**config.mk**
```make
export PLATFORM = sky130hd
export DESIGN_NAME = xcp_prescaler
export DESIGN_NICKNAME = d
export VERILOG_FILES = /design/src/xcp_pkg.sv /design/src/xcp_div_if.sv /design/src/xcp_clock_gen.sv /design/src/xcp_prescaler.sv
export SDC_FILE = /design/constraint.sdc
export NUM_CORES = 1
export LEC_CHECK = 0
export BUFFER_PORTS_ARGS = -buffer_cell sky130_fd_sc_hd__buf_2
export CELL_PAD_IN_SITES_DETAIL_PLACEMENT = 1
export CELL_PAD_IN_SITES_GLOBAL_PLACEMENT = 2
export CORE_MARGIN = 2
export CORE_UTILIZATION = 31
export DETAILED_ROUTE_END_ITERATION = 10
export PLACE_DENSITY = 0.77
export SYNTH_ARGS = -nofsm -noshare
export SYNTH_HDL_FRONTEND = slang
export SYNTH_HIERARCHICAL = 1
export SYNTH_SLANG_ARGS = --single-unit
```
**constraint.sdc**
```tcl
create_clock -name clk_sys -period 2.6 [get_ports clk_sys]
set_input_delay 0.52 -clock clk_sys [delete_from_list [all_inputs] [get_ports clk_sys]]
set_output_delay 0.52 -clock clk_sys [all_outputs]
set_load 0.01 [all_outputs]
```
**src/xcp_pkg.sv**
```systemverilog
// Purpose: shared constants and types of the external clock prescaler
// Assumes: 32-bit classic Wishbone slave, byte addressed
// Notes: register offsets are byte addresses, one aligned word each
package xcp_pkg;
   // bus geometry
   localparam int XCP_ADR_W = 8;
   localparam logic [XCP_ADR_W-1:0] XCP_CTRL_OFS = 8'h00;
   localparam logic [XCP_ADR_W-1:0] XCP_STAT_OFS = 8'h04;

   // control register layout
   localparam int XCP_EN_BIT = 15;
   localparam int XCP_RIS_BIT = 8;
   localparam int XCP_DIV_MSB = 7;
   localparam int XCP_DIV_LSB = 0;
   localparam logic [15:0] XCP_CTRL_WMASK = 16'h81FF;
   localparam logic [7:0] XCP_DIV_RESET = 8'h07;
   localparam logic [15:0] XCP_CTRL_RESET = 16'h0007;

   // status register layout
   localparam int XCP_ST_RUN_BIT = 0;
   localparam int XCP_ST_LEVEL_BIT = 1;
   localparam int XCP_ST_PIN_BIT = 2;
   localparam int XCP_ST_SUSP_BIT = 3;
   localparam int XCP_ST_DIV_LSB = 8;

   // generator state
   typedef enum logic [0:0] {
      XCP_GEN_IDLE = 1'b0,
      XCP_GEN_RUN = 1'b1
   } xcp_gen_state_t;
endpackage

```
**src/xcp_div_if.sv**
```systemverilog
// Purpose: carrier between register side and clock generator
// Assumes: both ends on clk_sys
// Notes: none
`timescale 1ns/1ps
`default_nettype none
interface xcp_div_if;
   logic [7:0] divValue;
   logic wantRun;
   logic running;
   logic level;
   logic [7:0] activeDiv;
   modport ctrl (output divValue, output wantRun,
      input running, input level, input activeDiv);
   modport gen (input divValue, input wantRun,
      output running, output level, output activeDiv);
endinterface
`default_nettype wire

```
**src/xcp_clock_gen.sv**
```systemverilog
// Purpose: counter that turns clk_sys into the prescaled clock level
// Assumes: divValue and wantRun come from clk_sys logic
// Notes: ratio and run state only change at a period boundary
`timescale 1ns/1ps
`default_nettype none
module xcp_clock_gen
   import xcp_pkg::*;
(
   // clock and reset
   input wire logic clk_sys,
   input wire logic rst,
   // generator side of the carrier
   xcp_div_if.gen dv
);
   xcp_gen_state_t stateReg;
   logic [7:0] cntReg;
   logic [7:0] curDivReg;
   logic levelReg;
   logic atEnd;
   logic [7:0] cntNext;

   assign atEnd = (stateReg == XCP_GEN_RUN) && (cntReg == curDivReg);
   assign cntNext = cntReg + 8'h01;

   // one period is curDiv+1 counts; high for the first half, rounded up
   always_ff @(posedge clk_sys or posedge rst) begin
      if (rst) begin
         stateReg <= XCP_GEN_IDLE;
         cntReg <= 8'h00;
         curDivReg <= XCP_DIV_RESET;
         levelReg <= 1'b0;
      end else begin
         unique case (stateReg)
            XCP_GEN_IDLE: begin
               // idle level is low, so starting never makes a short phase
               if (dv.wantRun) begin
                  stateReg <= XCP_GEN_RUN;
                  curDivReg <= dv.divValue;
                  cntReg <= 8'h00;
                  levelReg <= 1'b1;
               end
            end
            XCP_GEN_RUN: begin
               if (atEnd) begin
                  cntReg <= 8'h00;
                  if (dv.wantRun) begin
                     curDivReg <= dv.divValue;
                     // divide by one can only toggle at clk_sys rate
                     levelReg <= (dv.divValue == 8'h00) ? ~levelReg
                                                        : 1'b1;
                  end else begin
                     stateReg <= XCP_GEN_IDLE;
                     levelReg <= 1'b0;
                  end
               end else begin
                  cntReg <= cntNext;
                  levelReg <= (cntNext <= (curDivReg >> 1));
               end
            end
         endcase
      end
   end

   assign dv.running = (stateReg == XCP_GEN_RUN);
   assign dv.level = levelReg;
   assign dv.activeDiv = curDivReg;
endmodule
`default_nettype wire

```
**src/xcp_prescaler.sv**
```systemverilog
// What this block does
// - output clock is clk_sys divided by divider_value plus one
// - divider codes 0x01 to 0xFF give ratios 2 to 256; code 0x00 also gives ratio 2
// - divider_value resets to 0x07, dividing by eight
// - a counter of clk_sys edges marks each output clock edge
// - a new divider_value takes effect only after the current period
// - with prescale_out_enable set the pin carries the clock, except in suspend without run_in_suspend
// - with it clear the pin follows gpio_direction and gpio_data_out
// - standby or halt stops clk_sys, so the output stops too
// - control contents survive standby and halt without reprogramming
// - control writes are still taken while in debug suspend
// - in suspend the clock runs only if run_in_suspend and enable set
// - writes to bits 14 to 9 are ignored
// - reads in any mode, writes only from privileged accesses
// - 16-bit and 32-bit writes to control are both accepted
//
// Purpose: external clock prescaler with gpio pin mux, Wishbone slave
// Assumes: gpio and suspend inputs come from clk_sys logic
// Notes: pin outputs lag the generator by one registered stage
`timescale 1ns/1ps
`default_nettype none
module xcp_prescaler
   import xcp_pkg::*;
(
   // clock and reset
   input wire logic clk_sys,
   input wire logic rst,
   // classic Wishbone slave
   input wire logic cyc_i,
   input wire logic stb_i,
   input wire logic we_i,
   input wire logic [xcp_pkg::XCP_ADR_W-1:0] adr_i,
   input wire logic [3:0] sel_i,
   input wire logic [31:0] dat_i,
   output logic [31:0] dat_o,
   output logic ack_o,
   // access and mode qualifiers
   input wire logic privileged,
   input wire logic debugSuspend,
   // gpio side of the pin mux
   input wire logic gpioDirection,
   input wire logic gpioDataOut,
   output logic gpioPinIn,
   // shared pin, split into in, out, enable
   input wire logic sharedGpioPinIn,
   output logic sharedGpioPinOut,
   output logic sharedGpioPinOe
);
   import xcp_pkg::*;

   xcp_div_if dv ();

   logic [15:0] ctrlReg;
   logic [15:0] ctrlNext;
   logic ackReg;
   logic [31:0] datReg;
   logic [31:0] datNext;
   logic pinOutReg;
   logic pinOeReg;
   logic pinMetaReg;
   logic pinSyncReg;
   logic request;
   logic writeCommit;
   logic prescaleOutEnable;
   logic runInSuspend;
   logic [7:0] dividerValue;
   logic [15:0] laneMask;
   logic [31:0] statusWord;

   assign prescaleOutEnable = ctrlReg[XCP_EN_BIT];
   assign runInSuspend = ctrlReg[XCP_RIS_BIT];
   assign dividerValue = ctrlReg[XCP_DIV_MSB:XCP_DIV_LSB];

   // bus handshake: ack one cycle after the request, one cycle wide
   assign request = cyc_i && stb_i;
   always_ff @(posedge clk_sys or posedge rst) begin
      if (rst) begin
         ackReg <= 1'b0;
      end else begin
         ackReg <= request && !ackReg;
      end
   end

   // write lands on the edge where the master sees ack
   assign writeCommit = request && we_i && ackReg &&
                        (adr_i == XCP_CTRL_OFS) && privileged;

   // byte lanes 0 and 1 hold the register, so halfword writes work
   assign laneMask = {{8{sel_i[1]}}, {8{sel_i[0]}}};

   always_comb begin
      ctrlNext = ctrlReg;
      if (writeCommit) begin
         // reserved bits stay zero whatever is written
         ctrlNext = (ctrlReg & ~(laneMask & XCP_CTRL_WMASK)) |
                    (dat_i[15:0] & laneMask & XCP_CTRL_WMASK);
      end
   end

   // no low-power input: clk_sys simply stops, flops hold their state
   always_ff @(posedge clk_sys or posedge rst) begin
      if (rst) begin
         ctrlReg <= XCP_CTRL_RESET;
      end else begin
         ctrlReg <= ctrlNext;
      end
   end

   always_comb begin
      statusWord = 32'h0000_0000;
      statusWord[XCP_ST_RUN_BIT] = dv.running;
      statusWord[XCP_ST_LEVEL_BIT] = dv.level;
      statusWord[XCP_ST_PIN_BIT] = pinSyncReg;
      statusWord[XCP_ST_SUSP_BIT] = debugSuspend;
      statusWord[XCP_ST_DIV_LSB +: 8] = dv.activeDiv;
   end

   // read data: unmapped offsets answer with zero
   always_comb begin
      datNext = 32'h0000_0000;
      if (adr_i == XCP_CTRL_OFS) begin
         datNext = {16'h0000, ctrlReg};
      end else if (adr_i == XCP_STAT_OFS) begin
         datNext = statusWord;
      end
   end

   always_ff @(posedge clk_sys or posedge rst) begin
      if (rst) begin
         datReg <= 32'h0000_0000;
      end else if (request && !ackReg) begin
         datReg <= datNext;
      end
   end

   // suspend gating decided here, applied by the generator at a boundary
   assign dv.divValue = dividerValue;
   assign dv.wantRun = prescaleOutEnable &&
                       !(debugSuspend && !runInSuspend);

   xcp_clock_gen u_gen (
      .clk_sys (clk_sys),
      .rst (rst),
      .dv (dv)
   );

   // pin mux; generator stays selected until its last low phase ends
   always_ff @(posedge clk_sys or posedge rst) begin
      if (rst) begin
         pinOutReg <= 1'b0;
         pinOeReg <= 1'b0;
      end else if (dv.running) begin
         pinOutReg <= dv.level;
         pinOeReg <= 1'b1;
      end else begin
         pinOutReg <= gpioDataOut;
         pinOeReg <= gpioDirection;
      end
   end

   // pin input is asynchronous to clk_sys
   always_ff @(posedge clk_sys or posedge rst) begin
      if (rst) begin
         pinMetaReg <= 1'b0;
         pinSyncReg <= 1'b0;
      end else begin
         pinMetaReg <= sharedGpioPinIn;
         pinSyncReg <= pinMetaReg;
      end
   end

   assign dat_o = datReg;
   assign ack_o = ackReg;
   assign gpioPinIn = pinSyncReg;
   assign sharedGpioPinOut = pinOutReg;
   assign sharedGpioPinOe = pinOeReg;
endmodule
`default_nettype wire

```
### Word-level counts from Yosys, hierarchy flattened

Cells that the tools add are included.

* register bits after elaboration: 71
* bits of input ports: 54
* output and inout bits: 36
* logic and storage cells: 55

* add/subtract/negate cells: 1
* $lt $le $gt $ge: 1
* eq/ne operators: 4
* muxes and demuxes: 18
* bitwise gates (word level): 6
* reduce and logical (&&, ||, !) cells: 14

Operators by type and width (number)
* 16-bit bitwise AND: 2
* 32-bit 2-to-1 mux: 1
* 8-bit 2-to-1 mux: 4
* 8-bit case mux with 2 select lines: 2
* 8-bit logical NOT: 2
* 16-bit 2-to-1 mux: 1
* 16-bit NOT: 1
* 16-bit bitwise OR: 1
* 1-bit logical AND: 9
* 8-bit by 1-bit adder with 8-bit output (second input constant): 1
* 8-bit by 3-bit == test with 1-bit output (second input constant): 1
* 8-bit == test: 1
* 8-bit by 7-bit less-or-equal comparator with 1-bit output: 1
* 1-bit 2-to-1 mux: 8
* 2-bit != test (second input constant): 2
* 1-bit case mux with 2 select lines: 2
* 1-bit logical NOT: 3
* 1-bit NOT: 2

### Longest topological paths before layout

Gate-level depths: netlist of run 1.

* depth after elaboration: 7
* depth in mapped cells: 9
* gate-level depth less buffers: 8

### Cells and area by module

Netlist of run 1, hierarchy kept.

Modules (own cells, without submodules)
* xcp_prescaler: instances 1, cells each 101, area an instance 1341.3 sq um, seq. area each 779.5 sq um
* xcp_clock_gen: instances 1, cells each 103, area an instance 1111.1 sq um, seq. area each 454.2 sq um

### Worst setup path after synthesis of run 1

OpenSTA, ideal clock, no wires.

* kind: input-to-reg
* start point: input port adr_i[5] in the netlist's numbering
* end point: register with a tool-made name
* arrival: 2.018 ns
* data required time: 2.475 ns
* path slack: 0.457 ns
* cell stages on the path: 4
* path through: or4_1 buf_2 nor4_4 mux2_2

RTL lines
* start: declaration: RTL line xcp_prescaler.sv:32 `input wire logic [xcp_pkg::XCP_ADR_W-1:0] adr_i,`

### Worst setup path after layout of run 1

* start point: register u_gen.cntReg[2]
* end point: register u_gen.levelReg, in the netlist u_gen/dv.level

* word-level cells in the longest chain between the ends: 4
* elaborated cells between the ends (all ways): 6
* those cells by class: add/sub (1); order compare (1); eq/ne (1); mux (2); reduce/logical (1)

Ends and longest elaborated chain
* start: declaration: RTL line xcp_clock_gen.sv:16 `logic [7:0] cntReg;`
* start signal: assignment: RTL line xcp_clock_gen.sv:56 `cntReg <= cntNext;`
* 8-bit by 1-bit adder with 8-bit output or 8-bit == test (tied branches): RTL line xcp_clock_gen.sv:23, xcp_clock_gen.sv:22
* 8-bit by 7-bit less-or-equal comparator with 1-bit output or 1-bit logical AND (tied branches): RTL line xcp_clock_gen.sv:57, xcp_clock_gen.sv:22
* 1-bit 2-to-1 mux *: RTL line xcp_clock_gen.sv:44 `if (atEnd) begin`
* 1-bit case mux with 2 select lines *: RTL line xcp_clock_gen.sv:33 `unique case (stateReg)`
* end signal: assignment: RTL line xcp_clock_gen.sv:49 `levelReg <= (dv.divValue == 8'h00) ? ~levelReg`
* end signal: assignment: RTL line xcp_clock_gen.sv:57 `levelReg <= (cntNext <= (curDivReg >> 1));`
* end: declaration: RTL line xcp_clock_gen.sv:18 `logic levelReg;`

Every way passes the cells marked *; elsewhere a longest branch is shown, timed or not.
A chain may end at the register's enable or synchronous reset.

==> flow_summary.yaml, run 1 <==
timing:
  finalSetupTns_ps: 0
  timing.final.crit_share_pct: 87.4
  maxSlewHeadroom_pct: 51.1
  min_period_ps: 2270
  final-max-slew-violation-count: 0
  fmax_mhz: 440
  worst_slew_pin_slew_ps: 732
  finalSetupViolCount: 0
  hold_ws_ps: 294
  rsz0062_at_grt: "no"
  worst_clock_skew_ps: 3.53
  hold_violations: 0
  finalWorstSetupSlack_ps: 327
floorplanning:
  io_pins: 90
  fp.dieH_um: 92.9
  rows: 32
  die_area_um2: 8640
  core_um2: 7690
  fp.dieW_um: 92.9
  start_util_pct: 31.9
placed_design:
  dp_slack_ps: 278
  placed_area_um2: 2780
  dpl.hpwl_mm: 4.41
  dpl.cell_count: 354
  gp_congestion: 0.788
  port_buffers: 49
cts:
  cts_buffers: 5
  max-clock-path-buffers: 2
  clock-sinks: 49
  root_buffer: "clkbuf_8"
  path_clk_slew_ps: 90
  cts-htree-levels: 2
  cts_resized: 0
  clock_latency_ps: 300
  cts_hold_buf: 0
  post_cts_buffers: 0
  cts_tree: "yes"
synthesis:
  syn_avg_cell_area_um2: 12.0
  synth_top_area_share_pct: 43.9
  syn_inst: 204
  synth_enable_flop_cells: 0
  async_reset_ff_share_pct: 100
  synthTopCellsByArea: "dfrtp_1 44%, dfstp_2 6.4%, mux2_2 6.0%"
  ys_types: 45
  ys.flop_type: "dfrtp_1"
  synth_area_um2: 2450
  yosysSeqAreaShare_pct: 50.3
  synth-seq-cells: 49
  yosysTopAreaCell: "dfrtp_1"
  ys_warn_count: 6
global_route:
  grt_max_degree: 32
  grt-ovfl-total: 0
  antenna_found_initial: 0
  grt_use_total_pct: 14.6
  grt_first_pass_wirelength_mm: 9.76
  grt_pass1_vias: 1869
cells_and_area:
  area_growth_pct: 18.1
  layout.cell_area.non_filler_um2: 2900
  finalNonFillerCells: 362
  seqCellArea_um2: 1230
  drive_gt1_share_pct: 34.2
  antenna_cells: 0
  nets: 321
  multiInputGateArea_um2: 1070
  fillers: 872
pwr:
  peakVddDrop_mv: 0.223
  intPower_uw: 1100
  pwr-share-clk_pct: 40.7
  comb_power_share_pct: 4.6
  netSwitchingFraction_pct: 21.6
  p_sw_uw: 302
  power_density_nw_per_um2: 484
  p_leak_uw: 0.00139
  seqPwrFrac_pct: 54.7
routing:
  detailedRoute.firstIterationViolations: 63
  vias: 1775
  firstDrtPassIters: 4
  viasPerCell: 4.90
  antenna_left: 0
  drt-total-wl_mm: 5.88
  drcViolationCount: 0
  wl_per_cell_um: 16.2
run_status:
  status: "finished, final reports clean"
setup_path:
  endpoint_kind: "flip-flop"
  critPathMaxFanout: 7
  cp.required_ps: 2830
  crit_type: "flip-flop to flip-flop"
  cp.arrival_ps: 2500
  start_kind: "flip-flop"
worst_hold_path:
  hold_class: "primary input to async pin"
job:
  cap_viol_max_count: 0
-- per-layer routing --
layer	global-route usage [%]	part of all wire [%]
met1	19.4	46
met2	24.2	49
met3	3.50	4.4
met4	3.43	1.0
met5	0	0
-- cells in the final DEF (no fill, tap or decap), types with 2 or more instances in the layout --
cell / instances
buf_2: 49
inv_1: 13
o22ai_1: 2
nand2_1: 11
clkbuf_8: 6
mux2_2: 13
a21oi_1: 2
dfrtp_1: 43
xnor2_1: 13
a32o_1: 5
a221o_1: 6
and2_1: 5
mux2_1: 6
a22o_1: 10
ha_1: 8
nand4_1: 2
buf_4: 6
and3_1: 2
nor3_1: 2
o21ai_0: 2
dfstp_2: 6
nand3_1: 5
conb_1: 16
nor2_1: 2
or4_1: 3
-- worst max-delay path, stage by stage (launching register included) --
cell and delay, ps:
dfrtp_1 490, and3_1 250, nand3_1 120, xnor2_1 270, ha_1 320, a211oi_1 270, o221a_2 230, o211ai_1 80
a31oi_1 180
-- logic make-up (layout without fill, tap and decap cells) --
group	after synthesis	count (layout)	synth area share (%)
flops	49	49	50.3
buf+inv	35	76	8.42
simple gates	43	43	10.5
other cells	1	16	0.153
compound gates	35	35	12.9
mux	19	19	8.72
xor+xnor	14	14	5.00
fa+ha+maj	8	8	4.08
-- area by class of cell --
type / instances / area share, %
Clock inverter: 2 / 1.30
Sequential cell: 49 / 42.6
Inverter: 13 / 1.69
Multi-Input combinational cell: 135 / 37.1
Timing Repair Buffer: 55 / 10.0
Tap cell: 102 / 4.41
Clock buffer: 6 / 2.85
-- power groups by stage --
stage	clock, uW	combinational [uW]	sequential (uW)
2_1_floorplan	0	48.0	782
5_1_grt	622	73.7	767
3_3_place_gp	0	64.9	781
3_5_place_dp	0	66.7	781
6_report	569	65.1	766
4_1_cts	586	66.9	766
-- per-stage QoR --
step / utilization [%] / total power [uW]
2_1_floorplan: - / 830
6_report: 37.7 / 1400
5_1_grt: 37.7 / 1460
4_1_cts: 37.7 / 1420
3_5_place_dp: 36.1 / 848
3_3_place_gp: 36.1 / 846
-- synth_stat cells (all sizes together) (2+ instances only) --
| cell | instances |
|---|---|
| and2 | 6 |
| nand4 | 2 |
| a22o | 10 |
| buf | 21 |
| nand2 | 11 |
| and3 | 3 |
| o22ai | 2 |
| a221o | 6 |
| nor2 | 2 |
| nor3 | 3 |
| ha | 8 |
| a32o | 5 |
| dfstp | 6 |
| a21oi | 2 |
| o21ai | 2 |
| inv | 13 |
| nor4 | 3 |
| or4 | 3 |
| xnor2 | 13 |
| mux2 | 19 |
| nand3 | 5 |
| dfrtp | 43 |
-- worst paths after layout --
| check | start | to | slack [ps] | depth (start not counted) |
|---|---|---|---|---|
| max | u_gen/cntReg[2] | u_gen/dv.level | 330 | 8 |
| min | rst | dat_o[4] | 290 | 3 |
| max reg2reg | u_gen/cntReg[2] | u_gen/dv.level | 330 | 8 |
| min reg2reg | pinMetaReg | gpioPinIn | 360 | 0 |
| max in group asynchronous | rst | u_gen/cntReg[7] | 1800 | 2 |
| min in group clk_sys | sharedGpioPinIn | pinMetaReg | 320 | 1 |
Note: power is estimated with default switching activity, not from simulation.
==> run 2, diff against run 1 <==
Settings changed: BUFFER_PORTS_ARGS -buffer_cell sky130_fd_sc_hd__buf_2 to -buffer_cell sky130_fd_sc_hd__buf_4.
==> run 2 against run 1 <==
Sequential cell count unchanged. Final cell count increased by 0.28%. Cell area increased by 3.7%. Clock power decreased by 16%. Clock skew increased by 6.1 ps. Critical path type unchanged. Largest cell class unchanged. Highest routed layer unchanged.
==> flow_summary.yaml, run 2 (synthesized netlist as in run 1, its figures left out) <==
job:
  cap_viol_max_count: 0
setup_path:
  endpoint_kind: "flip-flop"
  start_kind: "flip-flop"
  crit_chain: "and3_1 -> nand3_1 -> xnor2_1 -> ha_1 -> a211oi_1 -> o221a_2 -> o211ai_1 -> a31oi_1"
  critPathMaxFanout: 7
  path_buf_inv: 0
  crit_type: "flip-flop to flip-flop"
  cp.arrival_ps: 2480
  cpLargestDelayFamily: "compound AO/OA/AOI/OAI gates"
  cp.required_ps: 2830
  slowest_stage: "dfrtp_1"
  cp_slowest_stage_delay_ps: 510
cts:
  cts_buffers: 5
  path_clk_slew_ps: 100
  cts_resized: 0
  clock_latency_ps: 310
  cts_tree: "yes"
  cts-htree-levels: 2
  max-clock-path-buffers: 2
  cts_hold_buf: 0
  post_cts_buffers: 0
  clock-sinks: 49
  root_buffer: "clkbuf_8"
timing:
  rsz0062_at_grt: "no"
  finalSetupViolCount: 0
  final-max-slew-violation-count: 0
  maxSlewHeadroom_pct: 52.9
  worst_slew_pin_slew_ps: 705
  hold_violations: 0
  fmax_mhz: 443
  min_period_ps: 2260
  worst_clock_skew_ps: 9.67
  timing.final.crit_share_pct: 86.9
  finalSetupTns_ps: 0
pwr:
  seqPwrFrac_pct: 58.1
  peakVddDrop_mv: 0.269
  power.total_uw: 1320
  netSwitchingFraction_pct: 23.1
  intPower_uw: 1010
  pwr-share-clk_pct: 36.0
  power_density_nw_per_um2: 440
  p_sw_uw: 305
  p_leak_uw: 0.00142
  comb_power_share_pct: 5.9
global_route:
  use_met3_pct: 3.01
  busiest_layer: "met2"
  grtUsageMet2_pct: 23.5
  met1_usage_pct: 18.9
  grt-ovfl-total: 0
  grt_pass1_vias: 1864
  grt_max_degree: 32
  antenna_found_initial: 0
  grt_first_pass_wirelength_mm: 9.54
  grt_use_total_pct: 14.3
placed_design:
  dpl.hpwl_mm: 4.46
  port_buffers: 49
  placed_area_um2: 2910
  gp_congestion: 0.779
cells_and_area:
  layout_commonest_cell: "buf_4"
  final_cell_mix: "56 x buf_4, 43 x dfrtp_1, 16 x conb_1"
  utilization_pct: 39.0
  area_growth_pct: 22.4
  drive_gt1_share_pct: 34.5
  nets: 322
  layout.cell_area.non_filler_um2: 3000
  antenna_cells: 0
floorplanning:
  fp.dieW_um: 92.9
  core_um2: 7690
  die_area_um2: 8640
  rows: 32
  fp.dieH_um: 92.9
  io_pins: 90
  start_util_pct: 31.9
routing:
  antenna_left: 0
  detailedRoute.firstIterationViolations: 34
  drt-total-wl_mm: 5.81
  drcViolationCount: 0
  wl_per_cell_um: 16.0
  firstDrtPassIters: 6
  vias: 1749
  viasPerCell: 4.82
run_status:
  status: "finished, final reports clean"
worst_hold_path:
  hold_class: "primary input to async pin"
-- run 2: metrics by stage --
step                worst slack (ps)  instances  hold WS (ps)
floorplan                        457        219           331
finish                           342        363           292
CTS                              345        363           303
global route                     181        363           299
global placement                 331        355           333
detailed placement               304        355           367
-- run 2: worst reg2reg max path, stage by stage, from the launching register on --
cell and delay, ps:
dfrtp_1 510, and3_1 250, nand3_1 100, xnor2_1 270, ha_1 310, a211oi_1 250, o221a_2 220, o211ai_1 80
a31oi_1 180
-- run 2: final cells by class --
type                    count  area (um2)
clock inverters             2        13.8
inverters                  13        48.8
well taps                 102         128
flip-flops and latches     49        1230
clock buffers               6        82.6
fillers                   870        4690
repair buffers             56         420
multi-input cells         135        1070
-- run 2: routing by layer --
metal,share of wire (%),vias up,routed length [um]
li1,-,815,-
met1,47,882,2710
met2,47,45,2740
met3,4.6,7,270
met4,1.5,0,88
met5,0,-,0
-- run 2: worst paths after layout --
| check | from | end | slack, ps | cells after the start |
|---|---|---|---|---|
| min in group clk_sys | sharedGpioPinIn | pinMetaReg | 310 | 1 |
| hold reg to reg | pinMetaReg | gpioPinIn | 380 | 0 |
| max in group asynchronous | rst | u_gen/dv.running | 1820 | 2 |
| setup / recovery | u_gen/cntReg[2] | u_gen/dv.level | 340 | 8 |
| hold / removal | rst | async pin | 290 | 3 |
| setup reg to reg | u_gen/cntReg[2] | u_gen/dv.level | 340 | 8 |
-- run 2: power by group through the flow --
stage	clock, uW	combinational (uW)	sequential [uW]
3_5_place_dp	0	79.2	781
4_1_cts	495	79.3	767
2_1_floorplan	0	48.0	782
5_1_grt	524	86.4	767
6_report	476	77.4	767
3_3_place_gp	0	78.0	781
==> run 3, diff against run 2 <==
Settings changed: CORE_UTILIZATION 31 to 32, CTS_BUF_LIST from default to sky130_fd_sc_hd__clkbuf_4 sky130_fd_sc_hd__clkbuf_8, PLACE_DENSITY 0.77 to 0.79.
==> run 3 against run 2 <==
Sequential power about the same. First-iteration DRC count fell by 8.8%. Die area shrank 3.0%. Utilization grew 2.4 points. Hold slack improved by 0.60 ps. Routed wire length is 2.4% lower. Combinational power about the same. Non-clock buffer count is the same. Via count down 1.1%. Critical path depth unchanged. Power is 14% higher. Largest cell class unchanged. Largest power group unchanged.
==> flow_summary.yaml, run 3 (synthesized netlist as in run 1, its figures left out) <==
routing:
  antenna_left: 0
  drcViolationCount: 0
  viasPerCell: 4.80
  firstDrtPassIters: 4
  drt-total-wl_mm: 5.67
  wl_per_cell_um: 15.8
  vias: 1729
  detailedRoute.firstIterationViolations: 31
floorplanning:
  fp.dieH_um: 91.5
  core_um2: 7330
  start_util_pct: 33.5
  fp.dieW_um: 91.5
  io_pins: 90
  die_area_um2: 8380
  rows: 31
worst_hold_path:
  hold_class: "primary input to async pin"
placed_design:
  placed_area_um2: 2900
  dp_slack_ps: 309
  dpl.hpwl_mm: 4.32
  gp_congestion: 0.757
  port_buffers: 49
timing:
  timing.final.crit_share_pct: 87.2
  min_period_ps: 2270
  worst_slew_pin_slew_ps: 760
  finalWorstSetupSlack_ps: 333
  hold_ws_ps: 293
  final-max-slew-violation-count: 0
  worst_clock_skew_ps: 4.17
  finalSetupTns_ps: 0
  finalSetupViolCount: 0
  rsz0062_at_grt: "no"
  hold_violations: 0
  fmax_mhz: 441
  maxSlewHeadroom_pct: 49.3
global_route:
  grt_first_pass_wirelength_mm: 9.63
  met1_usage_pct: 19.3
  busiest_layer: "met2"
  grtUsageMet2_pct: 23.7
  antenna_found_initial: 0
  use_met3_pct: 3.15
  grt_pass1_vias: 1859
  grt_use_total_pct: 14.6
  grt_max_degree: 32
  grt-ovfl-total: 0
cells_and_area:
  nets: 322
  layout_commonest_cell: "buf_4"
  drive_gt1_share_pct: 34.5
  final_cell_mix: "56 x buf_4, 43 x dfrtp_1, 16 x conb_1"
  area_growth_pct: 23.9
  antenna_cells: 0
  fillers: 800
  layout.cell_area.non_filler_um2: 3040
run_status:
  status: "finished, final reports clean"
pwr:
  power_density_nw_per_um2: 494
  p_leak_uw: 0.00143
  power.total_uw: 1500
  peakVddDrop_mv: 0.360
setup_path:
  crit_type: "flip-flop to flip-flop"
  endpoint_kind: "flip-flop"
  slowest_stage: "dfrtp_1"
  cpMostUsedCell: "ha_1"
  start_kind: "flip-flop"
  cp.arrival_ps: 2430
  critPathMaxFanout: 8
  cp.required_ps: 2760
  cp_slowest_stage_delay_ps: 520
  crit_chain: "ha_1 -> nand3_1 -> xnor2_1 -> ha_1 -> nand4_1 -> o221a_2 -> o211ai_1 -> a31oi_1"
cts:
  max-clock-path-buffers: 2
  clock_latency_ps: 300
  post_cts_buffers: 0
  cts_tree: "yes"
  root_buffer: "clkbuf_8"
  clock-sinks: 49
  cts_buffers: 5
  cts_resized: 0
  path_clk_slew_ps: 90
  cts_hold_buf: 0
  cts-htree-levels: 2
job:
  cap_viol_max_count: 0
==> run 3: worst max-delay path, delay by kind of cell, from the launching register on <==
kind / cells / cell delay, ps
compound gates: 3 / 520
simple gates: 2 / 270
xor+xnor: 1 / 180
flops: 1 / 520
fa+ha+maj: 2 / 630
==> run 3: final timing paths <==
| path | start | cells past startpoint | end | slack (ps) |
|---|---|---|---|---|
| max in group asynchronous | rst | 2 | u_gen/cntReg[7] | 1770 |
| worst min-delay path | rst | 3 | dat_o[9] | 290 |
| worst max-delay path | u_gen/cntReg[0] | 8 | u_gen/dv.level | 330 |
| worst min register to register | pinMetaReg | 0 | gpioPinIn | 360 |
| min in group clk_sys | sharedGpioPinIn | 1 | pinMetaReg | 320 |
| worst max register to register | u_gen/cntReg[0] | 8 | u_gen/dv.level | 330 |
==> run 3: final cells by class <==
cell class              instances  area (um2)  share of cell area, %
clock inverters                 3        68.8                   2.26
clock buffers                   5        68.8                   2.26
repair buffers                 56         420                   13.8
inverters                      13        48.8                   1.61
well taps                      99         124                   4.08
flip-flops and latches         49        1230                   40.6
multi-input cells             135        1070                   35.4
==> run 3: report_power, final <==
part           switching (uW)  leakage, uW  total, uW  internal [uW]
Combinational            43.6     0.000738       77.6           34.0
Sequential               1.66     0.000627        766            765
Clock                     270    0.0000687        658            387
Total                     315      0.00143       1500           1190
==> run 3: routing by layer <==
| layer | up-vias | share of wire, % |
|---|---|---|
| met1 | 865 | 47 |
| met5 | - | 0 |
| met3 | 4 | 4.5 |
| li1 | 819 | - |
| met4 | 0 | 1.1 |
| met2 | 41 | 47 |
==> run 3: stage by stage <==
step                cells  util (%)
floorplan             219         -
global placement      352      39.6
detailed placement    352      39.6
CTS                   360      41.5
global route          360      41.5
finish                360      41.5
